## config.mk

```make
export PLATFORM = sky130hd
export DESIGN_NAME = dps_dev_flat
export DESIGN_NICKNAME = d
export VERILOG_FILES = /design/src/hw/dps_pkg.sv /design/src/hw/dps_link_if.sv /design/src/hw/dps_dev.sv /design/src/flat_wrapper.sv
export SDC_FILE = /design/constraint.sdc
export NUM_CORES = 1
export LEC_CHECK = 0
export BUFFER_PORTS_ARGS = -buffer_cell sky130_fd_sc_hd__buf_2
export CORE_MARGIN = 2
export CORE_UTILIZATION = 35
export DETAILED_ROUTE_END_ITERATION = 8
export GPL_TIMING_DRIVEN = 0
export PLACE_DENSITY = 0.51
export SKIP_CTS_REPAIR_TIMING = 1
export SYNTH_ARGS = -nofsm -noshare
export SYNTH_HDL_FRONTEND = slang
export SYNTH_SLANG_ARGS = --single-unit
```

## constraint.sdc

```tcl
create_clock -name clk -period 4.4 [get_ports clk]
set_input_delay 0.44 -clock clk [delete_from_list [all_inputs] [get_ports clk]]
set_output_delay 0.44 -clock clk [all_outputs]
set_load 0.01 [all_outputs]
```

## src/hw/dps_pkg.sv

```systemverilog
// constants and types shared by both ends of the device power-state link
// assumes one clock domain at 100 MHz and an active-low async reset
package dps_pkg;

    // ------------------------------------------------------------------
    // power states, two-bit status code
    // ------------------------------------------------------------------
    typedef enum logic [1:0]
    {
        DPS_ON    = 2'h0,
        DPS_LIGHT = 2'h1,
        DPS_DEEP  = 2'h2,
        DPS_OFF   = 2'h3
    } dps_pwr_e;

    // ------------------------------------------------------------------
    // request codes on the command channel
    // ------------------------------------------------------------------
    typedef enum logic [1:0]
    {
        DPS_REQ_SET_STATE  = 2'h0,
        DPS_REQ_GET_STATUS = 2'h1,
        DPS_REQ_SET_WAKE   = 2'h2,
        DPS_REQ_CLR_WAKE   = 2'h3
    } dps_req_e;

    // ------------------------------------------------------------------
    // status word fields
    // ------------------------------------------------------------------
    localparam int STAT_W        = 8;
    localparam int STAT_STATE_LO = 0;
    localparam int STAT_WAKE_EN  = 2;
    localparam int STAT_BUSY     = 3;
    localparam int STAT_AUDIO    = 4;
    localparam int STAT_LIGHT_OK = 5;

    // ------------------------------------------------------------------
    // capability descriptor
    // ------------------------------------------------------------------
    localparam int DESC_W = 32;
    localparam logic [7:0]  DESC_POWER_MA   = 8'h64;
    localparam logic [15:0] DESC_OFF_UP_MS  = 16'h01F4;
    localparam logic [7:0]  DESC_FLAGS_BASE = 8'h00;
    localparam int DESC_FLAG_WAKE    = 0;
    localparam int DESC_FLAG_BATTERY = 1;

    // ------------------------------------------------------------------
    // timing
    // ------------------------------------------------------------------
    localparam int CLK_MHZ        = 100;
    localparam int LOWPWR_MAX_MS  = 100;
    localparam int TRANS_CYC      = 16;
    localparam int OFF_UP_CYC     = 64;
    localparam int CNT_W          = 16;
    localparam int LOWPWR_MAX_CYC = LOWPWR_MAX_MS * 1000 * CLK_MHZ;
    localparam int RESUME_CYC     = 8;

endpackage

```

## src/hw/dps_link_if.sv

```systemverilog
// command and status channel between power-policy host and device
// assumes both ends share clk; wake is a fixed-length pulse driven by the device
`timescale 1ns/100ps
interface dps_link_if;
    logic                         req_vld;
    dps_pkg::dps_req_e            req_code;
    dps_pkg::dps_pwr_e            req_state;
    logic                         rsp_vld;
    logic [dps_pkg::STAT_W-1:0]   rsp_stat;
    logic [dps_pkg::DESC_W-1:0]   desc;
    logic                         resume;

    modport dev
    (
        input  req_vld, req_code, req_state,
        output rsp_vld, rsp_stat, desc, resume
    );
    modport host
    (
        output req_vld, req_code, req_state,
        input  rsp_vld, rsp_stat, desc, resume
    );
endinterface

```

## src/hw/dps_dev.sv

```systemverilog
// device end: power-state machine, wake logic, capability descriptor
// assumes host keeps one request outstanding until rsp_vld
`timescale 1ns/100ps
module dps_dev
#(
    parameter bit IS_AUDIO  = 1'b1,
    parameter bit HAS_LIGHT = 1'b1,
    parameter bit HAS_WAKE  = 1'b1,
    parameter bit HAS_BATT  = 1'b0
)
(
    input  wire logic       clk,
    input  wire logic       rst_b,
    input  wire logic       ce,
    dps_link_if.dev         link,
    input  wire logic       wake_evt,
    output logic            func_en,
    output logic            ctx_keep,
    output logic            init_pls,
    output logic            ctx_lost
);
    // ------------------------------------------------------------------
    // state and next values
    // ------------------------------------------------------------------
    dps_pkg::dps_pwr_e                cur_r, tgt_r;
    logic [dps_pkg::CNT_W-1:0]        cnt_r;
    logic                             busy_r, wake_en_r, rsp_vld_r, resume_r, init_r, lost_r;
    logic [dps_pkg::STAT_W-1:0]       stat_r;
    logic [dps_pkg::CNT_W-1:0]        rs_cnt_r;

    // ------------------------------------------------------------------
    // request decoding
    // ------------------------------------------------------------------
    wire logic set_req  = ce && link.req_vld && !rsp_vld_r
                          && link.req_code == dps_pkg::DPS_REQ_SET_STATE;
    wire logic any_req  = ce && link.req_vld && !rsp_vld_r;
    // only states the class allows are accepted; others keep state
    wire logic st_ok    = (link.req_state == dps_pkg::DPS_ON)
                       || (link.req_state == dps_pkg::DPS_OFF)
                       || (IS_AUDIO && link.req_state == dps_pkg::DPS_DEEP)
                       || (IS_AUDIO && HAS_LIGHT && link.req_state == dps_pkg::DPS_LIGHT);
    wire logic start    = set_req && !busy_r && st_ok && link.req_state != cur_r;
    // leaving off takes OFF_UP_CYC cycles, not the advertised DESC_OFF_UP_MS; others TRANS_CYC
    wire logic [dps_pkg::CNT_W-1:0] dur =
        (cur_r == dps_pkg::DPS_OFF) ? dps_pkg::CNT_W'(dps_pkg::OFF_UP_CYC)
                                    : dps_pkg::CNT_W'(dps_pkg::TRANS_CYC);
    wire logic done     = busy_r && cnt_r == '0;
    wire logic wake_ok  = HAS_WAKE && wake_en_r && cur_r != dps_pkg::DPS_ON
                          && !busy_r;
    wire logic [dps_pkg::STAT_W-1:0] stat_nxt =
    {
        2'b00,
        HAS_LIGHT && IS_AUDIO,
        IS_AUDIO,
        busy_r,
        wake_en_r,
        cur_r
    };

    // ------------------------------------------------------------------
    // power-state sequencing; reset is the power-return initialiser
    // ------------------------------------------------------------------
    always_ff @(posedge clk or negedge rst_b)
    begin
        if (!rst_b)
        begin
            cur_r  <= dps_pkg::DPS_ON;
            tgt_r  <= dps_pkg::DPS_ON;
            busy_r <= 1'b0;
            cnt_r  <= '0;
            init_r <= 1'b1;
            lost_r <= 1'b0;
        end
        else if (ce)
        begin
            init_r <= 1'b0;
            if (start)
            begin
                tgt_r  <= link.req_state;
                busy_r <= 1'b1;
                cnt_r  <= dur;
            end
            else if (busy_r)
                cnt_r <= cnt_r - 1'b1;
            if (done)
            begin
                busy_r <= 1'b0;
                cur_r  <= tgt_r;
                // context drops only in deep and off; light keeps it all
                lost_r <= (tgt_r == dps_pkg::DPS_OFF) || (tgt_r == dps_pkg::DPS_DEEP);
                init_r <= (cur_r == dps_pkg::DPS_OFF) && (tgt_r == dps_pkg::DPS_ON);
            end
        end
    end

    // ------------------------------------------------------------------
    // answers, wake enable and resume signalling
    // ------------------------------------------------------------------
    always_ff @(posedge clk or negedge rst_b)
    begin
        if (!rst_b)
        begin
            rsp_vld_r <= 1'b0;
            stat_r    <= '0;
            wake_en_r <= 1'b0;
            resume_r  <= 1'b0;
            rs_cnt_r  <= '0;
        end
        else if (ce)
        begin
            rsp_vld_r <= any_req;
            if (any_req)
                stat_r <= stat_nxt;
            if (any_req && link.req_code == dps_pkg::DPS_REQ_SET_WAKE)
                wake_en_r <= HAS_WAKE;
            else if (any_req && link.req_code == dps_pkg::DPS_REQ_CLR_WAKE)
                wake_en_r <= 1'b0;
            if (wake_evt && wake_ok && rs_cnt_r == '0)
            begin
                resume_r <= 1'b1;
                rs_cnt_r <= dps_pkg::CNT_W'(dps_pkg::RESUME_CYC);
            end
            else if (rs_cnt_r != '0)
                rs_cnt_r <= rs_cnt_r - 1'b1;
            else
                resume_r <= 1'b0;
        end
    end

    // ------------------------------------------------------------------
    // outputs; descriptor is constant so it is a plain assignment
    // ------------------------------------------------------------------
    assign link.rsp_vld  = rsp_vld_r;
    assign link.rsp_stat = stat_r;
    assign link.resume   = resume_r;
    assign link.desc     =
    {
        dps_pkg::DESC_OFF_UP_MS,
        dps_pkg::DESC_POWER_MA,
        dps_pkg::DESC_FLAGS_BASE | 8'(HAS_WAKE) | (8'(HAS_BATT) << dps_pkg::DESC_FLAG_BATTERY)
    };
    assign func_en  = (cur_r == dps_pkg::DPS_ON) && !busy_r;
    assign ctx_keep = (cur_r == dps_pkg::DPS_LIGHT);
    assign init_pls = init_r;
    assign ctx_lost = lost_r;
endmodule

```

## src/flat_wrapper.sv

```systemverilog
// flat-port wrapper written by rule: the top's interface ports become plain ports
module dps_dev_flat 
#(
    parameter bit IS_AUDIO  = 1'b1,
    parameter bit HAS_LIGHT = 1'b1,
    parameter bit HAS_WAKE  = 1'b1,
    parameter bit HAS_BATT  = 1'b0
)
  (clk, rst_b, ce, wake_evt, func_en, ctx_keep, init_pls, ctx_lost, link_req_vld, link_req_code, link_req_state, link_rsp_vld, link_rsp_stat, link_desc, link_resume);
  dps_link_if link_i ();
  input  wire logic clk;
  input  wire logic rst_b;
  input  wire logic ce;
  input  wire logic wake_evt;
  output logic func_en;
  output logic ctx_keep;
  output logic init_pls;
  output logic ctx_lost;
  input wire logic [$bits(link_i.req_vld)-1:0] link_req_vld;
  input wire logic [$bits(link_i.req_code)-1:0] link_req_code;
  input wire logic [$bits(link_i.req_state)-1:0] link_req_state;
  output wire logic [$bits(link_i.rsp_vld)-1:0] link_rsp_vld;
  output wire logic [$bits(link_i.rsp_stat)-1:0] link_rsp_stat;
  output wire logic [$bits(link_i.desc)-1:0] link_desc;
  output wire logic [$bits(link_i.resume)-1:0] link_resume;
  assign link_i.req_vld = link_req_vld;
  assign link_i.req_code = link_req_code;
  assign link_i.req_state = link_req_state;
  assign link_rsp_vld = link_i.rsp_vld;
  assign link_rsp_stat = link_i.rsp_stat;
  assign link_desc = link_i.desc;
  assign link_resume = link_i.resume;
  dps_dev #(.IS_AUDIO(IS_AUDIO), .HAS_LIGHT(HAS_LIGHT), .HAS_WAKE(HAS_WAKE), .HAS_BATT(HAS_BATT)) u_core (.clk(clk), .rst_b(rst_b), .ce(ce), .link(link_i), .wake_evt(wake_evt), .func_en(func_en), .ctx_keep(ctx_keep), .init_pls(init_pls), .ctx_lost(ctx_lost));
endmodule
```

==> metrics.txt <==
Final ANT Viol Nets=0; CP peak stage delay=0.51 ns; starting density of the core=35.66%; crit path DAT=2.77 ns; final setup TNS=0 ns; worst min-delay path category=in2async; number of flops mapped to enable cells by yosys=0; initial antenna violation count=0; crit start category=input port; All-Layer GR Usage=13.40%; register area share after synthesis=46.26%; mapped cell area=2545 um2; row cnt=31; critical path fanouts, max=10; width of the die=89.27 um; Critical Path RT=4.57 ns; CTS root buf=clkbuf_8; CP Capture Type=flip-flop; first-pass GRT wire length=8.314 mm; worst relative slew slack=30.71%; ant diodes=0; CP max-delay cell=or4_1; Flop pwr share=50.9%; # H-tree levels=2; hpwl dp=3.533 mm; final net count=334; layout cells sized above 1=23.84%; Syn-to-layout area delta=17.21%; Clock Latency Late Sink=0.30 ns; CTS Buf Count=5; Sw Ratio=35.12%; worst r2r src=u_core.link.rsp_vld; initial DRC count=57; Period Utilization, post-route=59.02%; power per cell area=450.1 nW/um2; cell repeated most along the worst path=clkbuf_1; register bit total from synthesis=47; ys async rst share=100.0%; CTS tree=yes; CTS Sinks=47; DR pass1 iterations=4; clock tree buffer depth=2; fin crit period=2.597 ns; die height=89.27 um; crit path launch=ce; DRC=0; Yosys cell types=42; Comb power frac=28.2%; internal cell power=871.0 uW; Setup CP Type=in2reg; PortBufs=19; Mapped Cells=264; Synth Flop Type=dfrtp_1; area share of the largest cell type after synthesis=45.23%; P_leak=1.433 nW; RSZ-0062 raised after global routing=no; DR vias/cell=4.476; detailed-route via count=1889; Core Area=7137 um2; WL/cell=11.59 um; vias in the first global route=1791; Synth area leader=dfrtp_1; status=finished clean; Worst-path clk slew=0.09 ns; clock skew=0.007105 ns; detailed-route wire length=4.891 mm; max-slew violation count=0; final hold viol count=0; gr ovfl total=0; Max Freq=0.3851 GHz; Die Area=7969 um2; Power, Total=1.343 mW; Sw Pwr=471.5 uW; GPL Wtd Cong=0.7709; final setup vio count=0; average cell area after synthesis=9.640 um2; filler instances=721; largest net degree at the start of global routing=48; maximum vdd drop=0.2227 mV; Worst-Margin Slew=1.039 ns; IO Count=55; YS warnings=0; crit-path cells=clkbuf_1 -> nand3b_1 -> or4_1 -> a21oi_1 -> clkbuf_1 -> clkbuf_1 -> nor2_1; Max-Cap Viols=0; Clock Power Share=20.9%; Synth area leaders=dfrtp_1, buf_4, nor2_1, mux2_2, xor2_1
[cell families (layout without fill, tap and decap cells)]
| kind of cell | Yosys count | count (layout) | share of synthesized area (%) |
|---|---|---|---|
| flops | 47 | 47 | 46.26 |
| compound gates | 42 | 42 | 10.47 |
| mux | 8 | 8 | 3.491 |
| other cells | 2 | 34 | 0.2951 |
| simple gates | 93 | 93 | 19.27 |
| xor+xnor | 17 | 17 | 5.851 |
| fa+ha+maj | 3 | 3 | 1.475 |
| buf+inv | 52 | 79 | 12.88 |
[metrics by stage]
stage	cell area (um2)	worst slack [ns]	hold WS (ns)	std cells	util [%]
final	2983	1.803	0.3187	422	41.80
after global routing	2983	1.563	0.3363	422	41.80
after CTS	2983	1.755	0.3342	422	41.80
after detailed placement	2884	1.435	0.4514	414	40.41
after global placement	2884	1.460	0.4481	414	40.41
after floorplan	2665	2.029	0.1444	296	-
[worst max-delay path, delay by kind of cell]
family                 cells  cell delay (ns)
AND/OR/NAND/NOR            3             0.99
AO/OA/AOI/OAI              1             0.19
buffers and inverters      3             1.14
[power groups by stage]
| stage | Combinational, mW | Clock (mW) | Sequential, mW |
|---|---|---|---|
| finish | 0.378 | 0.281 | 0.684 |
| global route | 0.432 | 0.310 | 0.711 |
| CTS | 0.382 | 0.291 | 0.685 |
| detailed placement | 0.381 | 0 | 0.692 |
| global placement | 0.374 | 0 | 0.689 |
| floorplan | 0.291 | 0 | 0.668 |
[state kept, by name, summed over array words and instances (netlist names), 2 cells and up]
signal                flops
u_core.tgt_r              2
u_core.link.rsp_stat      5
u_core.cur_r              2
u_core.cnt_r             16
u_core.rs_cnt_r          16
[placed cells by master, fill, tap and decap left out, drive strengths merged]
cell and instances:
dfrtp 46, mux2i 1, or4 8, nand3b 3, clkinvlp 1, or3 7, o31ai 1, nand4 1
dfstp 1, inv 9, o22ai 5, nand4b 1, or2 1, mux2 7, nor4 6, buf 55
nand3 7, xor2 9, ha 3, a21oi 8, nor2 27, a22o 1, o211ai 4, a21o 2
clkinv 1, xnor2 8, nor3 8, nor2b 2, and3 2, conb 34, o41ai 5, a2bb2oi 1
nor4bb 1, nor3b 1, clkbuf 13, nand2 15, o21ai 13, nand2b 2, or3b 1, o21a 2
[layout make-up]
class	count	area, um2	area share, %
multi-input cells	197	1160	38.88
clock buffers	6	82.58	2.768
clock inverters	2	16.27	0.5453
well taps	99	123.9	4.153
flip-flops and latches	47	1177	39.47
plain buffers	43	294.0	9.857
repair buffers	19	95.09	3.188
inverters	9	33.78	1.133
[final timing paths]
kind	to	slack, ns	depth (start not counted)
min in group clk	u_core.wake_en_r	0.34	2
hold / removal	u_core.rs_cnt_r[7]	0.32	1
setup / recovery	u_core.cnt_r[5]	1.80	7
setup reg to reg	u_core.cnt_r[5]	1.89	6
max in group asynchronous	u_core.cnt_r[2]	3.44	1
hold reg to reg	u_core.init_pls	0.46	1
[layer usage]
layer,global-route usage (%),routed length [um],vias up,part of all wire [%]
li1,-,-,969,-
met1,17.32,2312,886,47
met2,22.63,2378,29,49
met3,2.770,151,5,3.1
met4,4.071,48,0,0.98
met5,0,0,-,0
[cell usage after synthesis (3+ instances only)]
master	count
clkbuf_1	7
xor2_1	9
xnor2_1	8
nor2_1	27
mux2_2	7
inv_1	9
o22ai_1	5
o41ai_1	5
dfrtp_1	46
nand3b_1	3
or4_1	6
o21ai_0	13
or3_1	6
nand3_1	7
buf_4	35
ha_1	3
nor3_1	8
a21oi_1	8
o211ai_1	4
nand2_1	15
nor4_1	6
Power figures use the tool's default switching activity.
